**src/ets_pkg.sv**
```systemverilog
// Shared constants for the encoder terminal parameter register set
package ets_pkg;

   // Register numbers carried in the low six bits of the control byte
   localparam logic [5:0] ETS_ADDR_DIAG    = 6'h06;
   localparam logic [5:0] ETS_ADDR_CMD     = 6'h07;
   localparam logic [5:0] ETS_ADDR_TYPE    = 6'h08;
   localparam logic [5:0] ETS_ADDR_FWREV   = 6'h09;
   localparam logic [5:0] ETS_ADDR_CHAIN   = 6'h0a;
   localparam logic [5:0] ETS_ADDR_CHANS   = 6'h0b;
   localparam logic [5:0] ETS_ADDR_MINLEN  = 6'h0c;
   localparam logic [5:0] ETS_ADDR_LAYOUT  = 6'h0d;
   localparam logic [5:0] ETS_ADDR_ALIGN   = 6'h0f;
   localparam logic [5:0] ETS_ADDR_MAKER_LO = 6'h10;
   localparam logic [5:0] ETS_ADDR_MAKER_HI = 6'h1e;
   localparam logic [5:0] ETS_ADDR_UNLOCK  = 6'h1f;
   localparam logic [5:0] ETS_ADDR_MODE    = 6'h20;

   // Nonvolatile slots: maker words first, mode word last
   localparam int unsigned ETS_NV_WORDS    = 16;
   localparam logic [3:0]  ETS_NV_MODE_IDX = 4'hf;

   // Unlock key and reset values
   localparam logic [15:0] ETS_UNLOCK_VALUE = 16'h1235;
   localparam logic [15:0] ETS_MODE_DEFAULT = 16'h2200;
   localparam logic [15:0] ETS_ZERO16       = 16'h0000;
   localparam logic [15:0] ETS_CHAIN_VALUE  = 16'h0218;
   localparam logic [15:0] ETS_CHANS_VALUE  = 16'h0130;
   localparam logic [15:0] ETS_MINLEN_VALUE = 16'h3030;
   localparam logic [15:0] ETS_LAYOUT_VALUE = 16'h0000;

   // Control byte fields
   localparam int unsigned ETS_CB_REG   = 7;
   localparam int unsigned ETS_CB_WRITE = 6;

   // Operating mode word fields
   localparam int unsigned ETS_MB_GATE_POL  = 1;
   localparam int unsigned ETS_MB_STMAP_LO  = 2;
   localparam int unsigned ETS_MB_LATCH_LO  = 4;
   localparam int unsigned ETS_MB_EVAL_LO   = 10;
   localparam int unsigned ETS_MB_UPDOWN    = 15;
   localparam int unsigned ETS_ST_BIT5      = 5;
   localparam int unsigned ETS_ST_BIT6      = 6;

   // Field codes
   localparam logic [1:0] ETS_STMAP_BOTH = 2'h2;
   localparam logic [1:0] ETS_STMAP_INV  = 2'h3;
   localparam logic [2:0] ETS_LATCH_EXT  = 3'h0;
   localparam logic [2:0] ETS_LATCH_PER  = 3'h1;
   localparam logic [1:0] ETS_EVAL_ONE   = 2'h1;
   localparam logic [1:0] ETS_EVAL_TWO   = 2'h2;

   // Normalised counting factor handed to the counter
   typedef enum logic [1:0] {
      ETS_CNT_X4 = 2'h0,
      ETS_CNT_X1 = 2'h1,
      ETS_CNT_X2 = 2'h2
   } ets_factor_t;

   // Register access sequencer, one-hot
   typedef enum logic [1:0] {
      ETS_ST_IDLE = 2'b01,
      ETS_ST_EXEC = 2'b10
   } ets_state_t;

endpackage

```
**src/ets_nv_store.sv**
```systemverilog
// Parameter store for the maker and operating mode words
`timescale 1ns/1ps
`default_nettype none
module ets_nv_store
   import ets_pkg::*;
#(
   parameter int unsigned WIDTH = 16,
   parameter int unsigned DEPTH = ETS_NV_WORDS
) (
   input  wire logic                     clock,
   input  wire logic                     rst,
   input  wire logic                     wr_en,
   input  wire logic [$clog2(DEPTH)-1:0] wr_idx,
   input  wire logic [WIDTH-1:0]         wr_data,
   input  wire logic [$clog2(DEPTH)-1:0] rd_idx,
   output logic      [WIDTH-1:0]         rd_data,
   output logic      [WIDTH-1:0]         mode_word
);

   generate
      if (WIDTH != 16 || DEPTH != ETS_NV_WORDS) begin : g_bad
         $error("ets_nv_store: only 16 words of 16 bits are supported");
      end
   endgenerate

   logic [WIDTH-1:0] mem_r   [DEPTH];
   logic [WIDTH-1:0] mem_nxt [DEPTH];

   // One word per slot; mode slot restores its working default
   genvar gi;
   generate
      for (gi = 0; gi < DEPTH; gi++) begin : g_word
         always_comb begin
            mem_nxt[gi] = mem_r[gi];
            if (wr_en && wr_idx == ($clog2(DEPTH))'(gi)) begin
               mem_nxt[gi] = wr_data;
            end
         end
         always_ff @(posedge clock or posedge rst) begin
            if (rst) begin
               mem_r[gi] <= (gi == ETS_NV_MODE_IDX) ? ETS_MODE_DEFAULT : ETS_ZERO16;
            end else begin
               mem_r[gi] <= mem_nxt[gi];
            end
         end
      end
   endgenerate

   // Read by index; flip-flop storage stands in for the serial part
   assign rd_data   = mem_r[rd_idx];
   assign mode_word = mem_r[ETS_NV_MODE_IDX];

endmodule
`default_nettype wire

```
**src/ets_param_regs.sv**
```systemverilog
// Parameter register bank of the incremental encoder terminal
//
// Notes on behaviour
// - Writing the unlock key lifts write protection of the stored parameter areas.
// - Any other key value written sets or keeps write protection active.
// - Unprotected, the key register reads back the unlock value.
// - Protected, the key register reads as zero.
// - Maker parameter writes are dropped unless the unlock value is held.
// - Maker and mode words sit in retained storage; the key is volatile. Here rst also clears the maker words and resets the mode word to 0x2200.
// - Identification registers 8 to 13 are constants; writes leave them unchanged.
// - Command register takes function and parameter, returns function with a zero upper byte.
// - Firmware revision register presents the revision as ASCII characters.
// - Chain layout register gives shift register count and bit length.
// - Minimum length register MSB marks the control/status byte optional.
// - Payload layout register holds a data type code from the table.
// - Alignment register is plain writable volatile storage.
// - Diagnostic register reports extra diagnostics such as parity errors.
// - Mode select register defaults to 0x2200 after initialisation.
// - Mode bit 1 picks which gate level inhibits counting.
// - Mode bits 2-3 map the active-low status input onto status bits 5, 6.
// - Mode bits 4-6 choose external latch or period measurement.
// - Mode bits 10-11 choose four-, one- or two-fold evaluation.
// - Mode bit 15 switches encoder mode to up/down counter mode.
// - Control bit 7 turns the first two data bytes into register traffic.
// - In register access, control bit 6 clear reads, set writes.
`timescale 1ns/1ps
`default_nettype none
module ets_param_regs
   import ets_pkg::*;
#(
   parameter logic [15:0] TYPE_ID  = 16'h0a5c, // arbitrary value
   parameter logic [15:0] FW_REV   = 16'h3141, // arbitrary value
   parameter int unsigned NV_DEPTH = ETS_NV_WORDS
) (
   input  wire logic        clock,
   input  wire logic        rst,
   // Cyclic frame from the coupler
   input  wire logic        frame_valid,
   input  wire logic [7:0]  ctrl_byte,
   input  wire logic [15:0] out_data,
   // Counter datapath status and pins
   input  wire logic [7:0]  proc_status,
   input  wire logic        status_input_n,
   input  wire logic        gate_in,
   input  wire logic        parity_err,
   // Frame answer to the coupler
   output logic [7:0]       status_byte,
   output logic [15:0]      in_data,
   output logic             reg_reply,
   // Mode controls for the counter datapath, and the write protection state
   output logic             count_inhibit,
   output ets_factor_t      count_factor,
   output logic             ext_latch_en,
   output logic             period_meas_en,
   output logic             updown_mode,
   output logic             write_unlocked
);

   // Depth is fixed by the slot map
   generate
      if (NV_DEPTH != ETS_NV_WORDS) begin : g_bad_depth
         $error("ets_param_regs: NV_DEPTH must equal the stored word count");
      end
   endgenerate

   // Maker area window, used by read and write decode alike
   function automatic logic in_maker(input logic [5:0] a);
      in_maker = (a >= ETS_ADDR_MAKER_LO) && (a <= ETS_ADDR_MAKER_HI);
   endfunction

   // Stored slot index of a maker or mode register
   // Result only used for maker and mode numbers
   function automatic logic [3:0] nv_index(input logic [5:0] a);
      if (a == ETS_ADDR_MODE) begin
         nv_index = ETS_NV_MODE_IDX;
      end else begin
         nv_index = 4'(a - ETS_ADDR_MAKER_LO);
      end
   endfunction

   // Sequencer and volatile registers; one request in flight,
   // so a frame during execution is dropped, not queued,
   // which keeps the answer latency fixed
   ets_state_t  state_r, state_nxt;
   logic [5:0]  addr_r, addr_nxt;
   logic        wr_r, wr_nxt;
   logic [15:0] wdata_r, wdata_nxt;
   logic [15:0] key_r, key_nxt;
   logic [15:0] align_r, align_nxt;
   logic [7:0]  func_r, func_nxt;
   logic [7:0]  fparam_r, fparam_nxt;
   logic [15:0] diag_r, diag_nxt;
   logic        unlocked;
   logic        diag_read;

   // Stored words
   logic        nv_wr_en;
   logic [3:0]  nv_idx;
   logic [15:0] nv_rd_data;
   logic [15:0] mode_word;

   ets_nv_store #(
      .WIDTH (16),
      .DEPTH (NV_DEPTH)
   ) u_store (
      .clock     (clock),
      .rst       (rst),
      .wr_en     (nv_wr_en),
      .wr_idx    (nv_idx),
      .wr_data   (wdata_r),
      .rd_idx    (nv_idx),
      .rd_data   (nv_rd_data),
      .mode_word (mode_word)
   );

   // Protection is lifted only by the exact key
   assign unlocked = (key_r == ETS_UNLOCK_VALUE);

   // Stored writes need the key for both maker and mode words
   assign nv_idx   = nv_index(addr_r);
   assign nv_wr_en = (state_r == ETS_ST_EXEC) && wr_r && unlocked
                     && (in_maker(addr_r) || addr_r == ETS_ADDR_MODE);
   // A diagnostic read clears the flags
   assign diag_read = (state_r == ETS_ST_EXEC) && !wr_r && addr_r == ETS_ADDR_DIAG;

   // Take a register request, execute it on the next cycle
   always_comb begin
      state_nxt  = state_r;
      addr_nxt   = addr_r;
      wr_nxt     = wr_r;
      wdata_nxt  = wdata_r;
      key_nxt    = key_r;
      align_nxt  = align_r;
      func_nxt   = func_r;
      fparam_nxt = fparam_r;
      case (state_r)
         ETS_ST_IDLE: begin
            // Only register frames start
            if (frame_valid && ctrl_byte[ETS_CB_REG]) begin
               addr_nxt  = ctrl_byte[5:0];
               wr_nxt    = ctrl_byte[ETS_CB_WRITE];
               wdata_nxt = out_data;
               state_nxt = ETS_ST_EXEC;
            end
         end
         ETS_ST_EXEC: begin
            state_nxt = ETS_ST_IDLE;
            // Reads are served by the answer mux
            if (wr_r) begin
               // Volatile targets; constants and reserved slots drop writes
               if (addr_r == ETS_ADDR_UNLOCK) begin
                  key_nxt = wdata_r;
               end else if (addr_r == ETS_ADDR_ALIGN) begin
                  align_nxt = wdata_r;
               end else if (addr_r == ETS_ADDR_CMD) begin
                  func_nxt   = wdata_r[7:0];
                  fparam_nxt = wdata_r[15:8];
               end
            end
         end
         default: begin
            // Stray codes return to idle
            state_nxt = ETS_ST_IDLE;
         end
      endcase
   end

   // Diagnostic flags: new error wins over the read-clear
   always_comb begin
      diag_nxt = diag_r;
      if (diag_read) begin
         diag_nxt = ETS_ZERO16;
      end
      if (parity_err) begin
         diag_nxt[0] = 1'b1;
      end
   end

   // Sequencer register flops
   always_ff @(posedge clock or posedge rst) begin
      if (rst) begin
         state_r  <= ETS_ST_IDLE;
         addr_r   <= 6'h00;
         wr_r     <= 1'b0;
         wdata_r  <= ETS_ZERO16;
         key_r    <= ETS_ZERO16;
         align_r  <= ETS_ZERO16;
         func_r   <= 8'h00;
         fparam_r <= 8'h00;
         diag_r   <= ETS_ZERO16;
      end else begin
         state_r  <= state_nxt;
         addr_r   <= addr_nxt;
         wr_r     <= wr_nxt;
         wdata_r  <= wdata_nxt;
         key_r    <= key_nxt;
         align_r  <= align_nxt;
         func_r   <= func_nxt;
         fparam_r <= fparam_nxt;
         diag_r   <= diag_nxt;
      end
   end

   // Read decode from the latched register number
   // Type and firmware revision words are parameters: new defaults,
   // not new logic, for another terminal type
   logic [15:0] rd_word;

   // Reserved and unmapped numbers fall through to zero
   // Each number decodes once
   always_comb begin
      rd_word = ETS_ZERO16;
      if (addr_r == ETS_ADDR_DIAG) begin
         rd_word = diag_r;
      end else if (addr_r == ETS_ADDR_CMD) begin
         rd_word = {8'h00, func_r};
      end else if (addr_r == ETS_ADDR_TYPE) begin
         rd_word = TYPE_ID;
      end else if (addr_r == ETS_ADDR_FWREV) begin
         rd_word = FW_REV;
      end else if (addr_r == ETS_ADDR_CHAIN) begin
         rd_word = ETS_CHAIN_VALUE;
      end else if (addr_r == ETS_ADDR_CHANS) begin
         rd_word = ETS_CHANS_VALUE;
      end else if (addr_r == ETS_ADDR_MINLEN) begin
         rd_word = ETS_MINLEN_VALUE;
      end else if (addr_r == ETS_ADDR_LAYOUT) begin
         rd_word = ETS_LAYOUT_VALUE;
      end else if (addr_r == ETS_ADDR_ALIGN) begin
         rd_word = align_r;
      end else if (in_maker(addr_r) || addr_r == ETS_ADDR_MODE) begin
         rd_word = nv_rd_data;
      end else if (addr_r == ETS_ADDR_UNLOCK) begin
         rd_word = unlocked ? key_r : ETS_ZERO16;
      end
   end

   // Frame answer; register and process answers share
   // the status byte, and the register answer wins the
   // execute cycle
   logic [7:0]  status_r, status_nxt;
   logic [15:0] indata_r, indata_nxt;
   logic        reply_r, reply_nxt;
   logic        st_active;
   logic [1:0]  st_map;

   // Active-low pin; map code picks bit 6
   assign st_active = !status_input_n;
   assign st_map    = mode_word[ETS_MB_STMAP_LO +: 2];

   // Register answers leave one cycle after execution; process frames
   // are answered one cycle after the frame since the counter owns that data
   always_comb begin
      status_nxt = status_r;
      indata_nxt = indata_r;
      reply_nxt  = 1'b0;
      if (state_r == ETS_ST_EXEC) begin
         status_nxt = {1'b1, wr_r, addr_r};
         indata_nxt = wr_r ? wdata_r : rd_word;
         reply_nxt  = 1'b1;
      end else if (frame_valid && !ctrl_byte[ETS_CB_REG]) begin
         status_nxt = proc_status;
         status_nxt[ETS_CB_REG] = 1'b0;
         status_nxt[ETS_ST_BIT5] = st_active;
         if (st_map == ETS_STMAP_BOTH) begin
            status_nxt[ETS_ST_BIT6] = st_active;
         end else if (st_map == ETS_STMAP_INV) begin
            status_nxt[ETS_ST_BIT6] = !st_active;
         end
      end
   end

   // A command read returns zero in the upper half and the function in the lower half
   always_ff @(posedge clock or posedge rst) begin
      if (rst) begin
         status_r <= 8'h00;
         indata_r <= ETS_ZERO16;
         reply_r  <= 1'b0;
      end else begin
         status_r <= status_nxt;
         indata_r <= indata_nxt;
         reply_r  <= reply_nxt;
      end
   end

   // Mode decode for the counter datapath; outputs lag
   // the mode word and the gate pin by one cycle, which
   // the counter has to tolerate
   logic        inhibit_nxt, inhibit_r;
   ets_factor_t factor_nxt, factor_r;
   logic        extl_nxt, extl_r;
   logic        per_nxt, per_r;
   logic        updn_nxt, updn_r;
   logic        unl_r;

   // Reserved latch codes enable neither function
   always_comb begin
      // Bit clear: high gate inhibits; set: low gate inhibits
      inhibit_nxt = mode_word[ETS_MB_GATE_POL] ? !gate_in : gate_in;
      extl_nxt = mode_word[ETS_MB_LATCH_LO +: 3] == ETS_LATCH_EXT;
      per_nxt  = mode_word[ETS_MB_LATCH_LO +: 3] == ETS_LATCH_PER;
      updn_nxt = mode_word[ETS_MB_UPDOWN];
      // Codes 00 and 11 both mean x4
      case (mode_word[ETS_MB_EVAL_LO +: 2])
         ETS_EVAL_ONE: factor_nxt = ETS_CNT_X1;
         ETS_EVAL_TWO: factor_nxt = ETS_CNT_X2;
         default:      factor_nxt = ETS_CNT_X4;
      endcase
   end

   // Registered so every output leaves a flip-flop
   always_ff @(posedge clock or posedge rst) begin
      if (rst) begin
         inhibit_r <= 1'b0;
         factor_r  <= ETS_CNT_X4;
         extl_r    <= 1'b1;
         per_r     <= 1'b0;
         updn_r    <= 1'b0;
         unl_r     <= 1'b0;
      end else begin
         inhibit_r <= inhibit_nxt;
         factor_r  <= factor_nxt;
         extl_r    <= extl_nxt;
         per_r     <= per_nxt;
         updn_r    <= updn_nxt;
         unl_r     <= unlocked;
      end
   end

   // Ports straight from the flops
   assign status_byte    = status_r;
   assign in_data        = indata_r;
   assign reg_reply      = reply_r;
   assign count_inhibit  = inhibit_r;
   assign count_factor   = factor_r;
   assign ext_latch_en   = extl_r;
   assign period_meas_en = per_r;
   assign updown_mode    = updn_r;
   assign write_unlocked = unl_r;

endmodule
`default_nettype wire

```
**config.mk**
```make
export PLATFORM = sky130hd
export DESIGN_NAME = ets_param_regs
export DESIGN_NICKNAME = d
export VERILOG_FILES = /design/src/ets_pkg.sv /design/src/ets_nv_store.sv /design/src/ets_param_regs.sv
export SDC_FILE = /design/constraint.sdc
export NUM_CORES = 1
export LEC_CHECK = 0
export BUFFER_PORTS_ARGS = -buffer_cell sky130_fd_sc_hd__buf_2
export CORE_UTILIZATION = 35
export DETAILED_ROUTE_END_ITERATION = 16
export PLACE_DENSITY_LB_ADDON = 0.15
export REMOVE_ABC_BUFFERS = 1
export SETUP_SLACK_MARGIN = 0.5
export SYNTH_ARGS = -nofsm -noshare
export SYNTH_HDL_FRONTEND = slang
export SYNTH_HIERARCHICAL = 1
export SYNTH_SLANG_ARGS = --single-unit
```
**constraint.sdc**
```tcl
create_clock -name clock -period 25.1 [get_ports clock]
set_input_delay 7.53 -clock clock [delete_from_list [all_inputs] [get_ports clock]]
set_output_delay 7.53 -clock clock [all_outputs]
set_load 0.02 [all_outputs]
```
==> results.cfg, run 1 <==
[setup_path]
critical_path_required_ns = 17.57
cp_max_fo = 1
worst-r2r-setup-slack_ns = 20.22
critical_path_depth = 1
timing.critical_path.cells = buf_2
max_stage_delay_ns = 0.51
worstPathArrival_ns = 1.21
worst_setup_start_kind = flop
worst_path_dominant_cell_family = flip-flops
worst_setup_path_end_kind = output pin
timing.reg2reg.worst_path_depth = 9
start_to_end_type_of_the_worst_setup_path = flop to output pin
cp_max_stage_cell = dfstp_2
critPathBufInv = 1
r2r_end = in_data[13]
reg2reg_from = addr_r[1]

[die]
num_io_pins = 70
floorplan.rows = 78
core_area_um2 = 45300
die-width_um = 216
dieHeight_um = 216
die_area_um2 = 46700
floorplan.initialDensity_pct = 35.4

[sta]
fmax_mhz = 114
finalHoldViolCount = 0
setup_violations = 0
rsz0062_at_grt = false
final.min_clock_period_ns = 8.74
finClkSkew_ns = 0.0148
max_slew.worst_pin.slew_ns = 1.21
timing.max_slew.rel_slack_pct = 19.5
fin_crit_sh_pct = 34.8
timing_max_transition_violations_final = 0
final.setup.tns_ns = 0

[routing]
postRouteAntennaNets = 0
drc = 0
via_per_inst = 5.31
dr_wl_cell_um = 23.3
detail_route.iter0.violations = 529
wl_mm = 41.8
vias = 9533
drtPass1Iterations = 10

[clock_network]
cts_tree = done
post_cts_resized = 0
post_cts.repair.setup_buffers = 0
clock_insertion_delay_worst_skew_ns = 0.55
htree_num_levels = 2
postCtsHoldBufs = 0
clk_root_buffer_cell = clkbuf_16
cts_buffers = 40
cts.reportedPaths.clkPinSlew_ns = 0.06
cts_num_sinks = 354
clockBufferDepth = 3

[placement]
detailed_place.area_um2 = 16800
placement.io_buffers = 67
dp_hpwl_mm = 24.8
globalplace.congestion = 0.792

[cells_and_area]
area_growth_pct = 12.5
final_layout_size_suffix_gt1_share_pct = 42.3
finish.net_count = 1210
final_cell_mix = dfrtp_1, mux2_2, nand2_1
final_design_area_no_fill_um2 = 18000
layout.cells.most_common = dfrtp_1

[global_routing]
antenna_found_initial = 1
gr_usage_total_pct = 18.3
gr_ovfl_total = 0
grt_max_degree = 133
number_of_global_route_vias_before_repair = 10100
first_pass_grt_wire_length_mm = 63.9

[power_and_ir_drop]
power.density_nw_per_um2 = 74.3
power.total_w = 0.00134
vdd.ir_drop.worst_uv = 48.5
p_leak_nw = 8.66

[min_path]
min_delay_worst_endpoint = updown_mode
hold_path_class = flop to flop
hp-start = u_store/mode_word[15]
worstHoldPathCells = 0

[job]
maxCapViolCount = 0

[synthesis]
synthCells = 1140
ys_warn_count = 6
syn_area_per_cell_um2 = 14.1
synth.cell_area_um2 = 16000

[run_status]
outcome = complete, no violations
## power by group
part | leakage [nW] | switching (W) | internal, W
clock network | 0.587 | 0.000225 | 0.000326
logic | 3.22 | 0.0000949 | 0.0000503
registers | 4.85 | 0.0000574 | 0.000587
total | 8.66 | 0.000377 | 0.000963
## worst register-to-register path, delay by kind of cell (launching register included)
family / cells / cell delay [ns]
flip-flops: 1 / 0.64
AND/OR/NAND/NOR: 4 / 1.66
AO/OA/AOI/OAI: 3 / 1.09
buffers and inverters: 1 / 0.78
multiplexers: 1 / 0.61
## metal layers
layer / wire length [um] / up-vias / GRT usage [%]
li1: - / 4219 / -
met2: 19600 / 200 / 29.7
met5: 0 / - / 0
met3: 1500 / 65 / 2.47
met4: 1400 / 0 / 7.25
met1: 19300 / 5049 / 24.8
## flip-flops by register name (all words and copies together), names as in the netlist, 8 cells and up
signal	cells
u_store/mem_r	240
align_r	16
in_data	16
key_r	16
u_store/mode_word	16
wdata_r	16
func_r	8
status_byte	8
## stage by stage
stage / hold WS [ns] / setup slack (ns) / util, % / std cells
6_report: 0.437 / 16.36 / 39.9 / 1796
2_1_floorplan: 0.365 / 10.53 / - / 1046
4_1_cts: 0.446 / 16.34 / 39.9 / 1795
3_5_place_dp: 0.426 / 15.75 / 37.2 / 1730
3_3_place_gp: 0.423 / 15.74 / 37.2 / 1730
5_1_grt: 0.460 / 16.08 / 39.9 / 1795
## worst max-delay path by stage
| stage | endpoint | start |
|---|---|---|
| after CTS | u_store/mem_r[55] | rst |
| after detailed placement | u_store/mem_r[186] | rst |
| after global placement | u_store/mem_r[234] | rst |
| after floorplan | u_store/mem_r[100] | rst |
| final | ext_latch_en | ext_latch_en |
| after global routing | u_store/mem_r[119] | rst |
## area by class of cell
cell class,count,area [um^2]
fill,4310,27200
sequential,354,8860
multi-input combinational,685,6730
clock buffer,61,1160
tap,600,751
timing repair buffer,84,463
clock inverter,4,47.5
inverter,7,36.3
antenna,1,2.50
No activity file was read; power rests on OpenSTA's default activity.
==> run 2, diff against run 1 <==
--- a/config.mk
+++ b/config.mk
@@ -5,6 +5,7 @@
 export SDC_FILE = /design/constraint.sdc
 export NUM_CORES = 1
 export LEC_CHECK = 0
+export ABC_AREA = 1
 export BUFFER_PORTS_ARGS = -buffer_cell sky130_fd_sc_hd__buf_2
 export CORE_UTILIZATION = 35
 export DETAILED_ROUTE_END_ITERATION = 16
==> constraint.sdc (replaced) <==
create_clock -name clock -period 8.9 [get_ports clock]
set_input_delay 2.67 -clock clock [delete_from_list [all_inputs] [get_ports clock]]
set_output_delay 2.67 -clock clock [all_outputs]
set_load 0.02 [all_outputs]
==> run 2 against run 1 <==
Synthesized cell count rose by 91%. Clock power grew to 3.1 times the previous value. Via count up 47%. Clock skew increased by 0.0033 ns. Combinational power increased to 5.8 times the previous value. Global-route usage rose by 2.7 points. Utilization up 0.20 points. Setup slack worse by 12 ns. Total power grew to 3.2 times the previous value. Final area grew 4.2%. Count of clock-buffer cells in the layout grew 3. Highest routed layer unchanged.
==> results.cfg, run 2 <==
[die]
floorplan.initialDensity_pct = 35.9
core_area_um2 = 47000
dieHeight_um = 221
die_area_um2 = 49000
die-width_um = 221
floorplan.rows = 79
num_io_pins = 70

[clock_network]
htree_num_levels = 2
cts.reportedPaths.clkPinSlew_ns = 0.06
post_cts_resized = 0
postCtsHoldBufs = 0
clock_insertion_delay_worst_skew_ns = 0.54
clockBufferDepth = 3
post_cts.repair.setup_buffers = 0
clk_root_buffer_cell = clkbuf_16
cts_tree = done
cts_buffers = 41
cts_num_sinks = 354

[routing]
postRouteAntennaNets = 0
wl_mm = 50.6
via_per_inst = 5.00
vias = 14000
dr_wl_cell_um = 18.1
drtPass1Iterations = 6
detail_route.iter0.violations = 1053
drc = 0

[sta]
timing.max_slew.rel_slack_pct = 23.6
fin_crit_sh_pct = 45.9
timing.hold.ws_ns = 0.412
layout_setup_ws_ns = 4.82
final.min_clock_period_ns = 4.08
finClkSkew_ns = 0.0182
setup_violations = 0
rsz0062_at_grt = false
finalHoldViolCount = 0
final.setup.tns_ns = 0
max_slew.worst_pin.slew_ns = 1.14
timing_max_transition_violations_final = 0
fmax_mhz = 245

[power_and_ir_drop]
power.density_nw_per_um2 = 227
p_leak_nw = 9.01
power.switching_w = 0.00136
netSwitchingFraction_pct = 31.9
vdd.ir_drop.worst_uv = 107
power.share.combinational_pct = 19.8
power.total_w = 0.00427
seqPwrFrac_pct = 40.1
p_int_w = 0.00291
part_of_the_power_in_the_clock_network_pct = 40.1

[setup_path]
worst_setup_path_end_kind = flop
cp_max_fo = 22
cp_max_stage_cell = nor3b_1
timing.critical_path.cells = inv_1 > nand2_1 > buf_4 > nor2_4 > inv_1 > nor3b_1 > inv_2 > nor3_2 > nand2_1 > buf_4 > nand2_1 > o21ai_0
path_common_cell = nand2_1
start_to_end_type_of_the_worst_setup_path = flop to flop
max_stage_delay_ns = 0.99
critical_path_required_ns = 9.29
worst_setup_start_kind = flop
worstPathArrival_ns = 4.47

[placement]
place_worst_setup_slack_ns = 4.28
detailed_place.area_um2 = 17500
globalplace.congestion = 0.844
placement.io_buffers = 67
dp_hpwl_mm = 30.0

[synthesis]
synthCells = 2178
ys_warn_count = 6
syn_area_per_cell_um2 = 7.73
synth.cell_area_um2 = 16800

[global_routing]
first_pass_grt_wire_length_mm = 79.9
grt_max_degree = 117
gr_ovfl_total = 0
antenna_found_initial = 0
number_of_global_route_vias_before_repair = 13500
gr_usage_total_pct = 21.0

[cells_and_area]
number_of_antenna_repair_diodes = 0
layout.cells.most_common = nand2_1
area_growth_pct = 11.7
final_design_area_no_fill_um2 = 18800
regMostFlops = u_store/mem_r
finish.net_count = 2203
largest_register_ff_count = 240
final_layout_size_suffix_gt1_share_pct = 9.16
final_cell_mix = nand2_1, dfrtp_1, inv_1

[min_path]
hold_path_class = flop to flop

[run_status]
outcome = complete, no violations

[job]
maxCapViolCount = 0
[run 2: power by group through the flow]
| stage | registers [W] | logic (W) | clock network (W) |
|---|---|---|---|
| final | 0.00171 | 0.000845 | 0.00171 |
| after global routing | 0.00172 | 0.000934 | 0.00182 |
| after CTS | 0.00171 | 0.000856 | 0.00175 |
| after detailed placement | 0.00174 | 0.000853 | 0 |
| after global placement | 0.00174 | 0.000852 | 0 |
| after floorplan | 0.00176 | 0.000512 | 0 |
[run 2: critical path: cells and delay by family, from the launching register on]
kind | cells | cell delay [ns]
buffers and inverters | 5 | 1.27
AND/OR/NAND/NOR | 6 | 2.20
flip-flops | 1 | 0.35
AO/OA/AOI/OAI | 1 | 0.07
[run 2: worst paths after layout]
kind / slack [ns] / cells past startpoint / start / to
min in group asynchronous: 2.24 / 2 / rst / count_inhibit
max in group asynchronous: 4.87 / 3 / rst / u_store/mem_r[45]
setup reg to reg: 4.82 / 12 / state_r[0] / u_store/mem_r[109]
hold reg to reg: 0.41 / 0 / u_store/mode_word[15] / updown_mode
hold / removal: 0.41 / 0 / u_store/mode_word[15] / updown_mode
setup / recovery: 4.82 / 12 / state_r[0] / u_store/mem_r[109]
[run 2: routing by layer]
layer  routed length [um]  up-vias  part of all wire, %  track usage (%)
li1                     -     6794                    -                -
met2                22800      338                   45             33.2
met3                 2310       83                  4.6             2.68
met4                 1140        0                  2.3             5.50
met5                    0        -                    0                0
met1                24400     6797                   48             30.2
[run 2: metrics by stage]
step                util, %  cells
detailed placement     37.2   2729
finish                 40.1   2802
global route           40.1   2802
floorplan                 -   2036
CTS                    40.1   2802
global placement       37.2   2729
[run 2: area by class of cell]
type,instances,area [um^2]
Inverter,276,1050
Timing Repair Buffer,86,478
Clock buffer,64,1230
Multi-Input combinational cell,1406,6300
Fill cell,4889,28100
Clock inverter,9,126
Tap cell,607,759
Sequential cell,354,8860
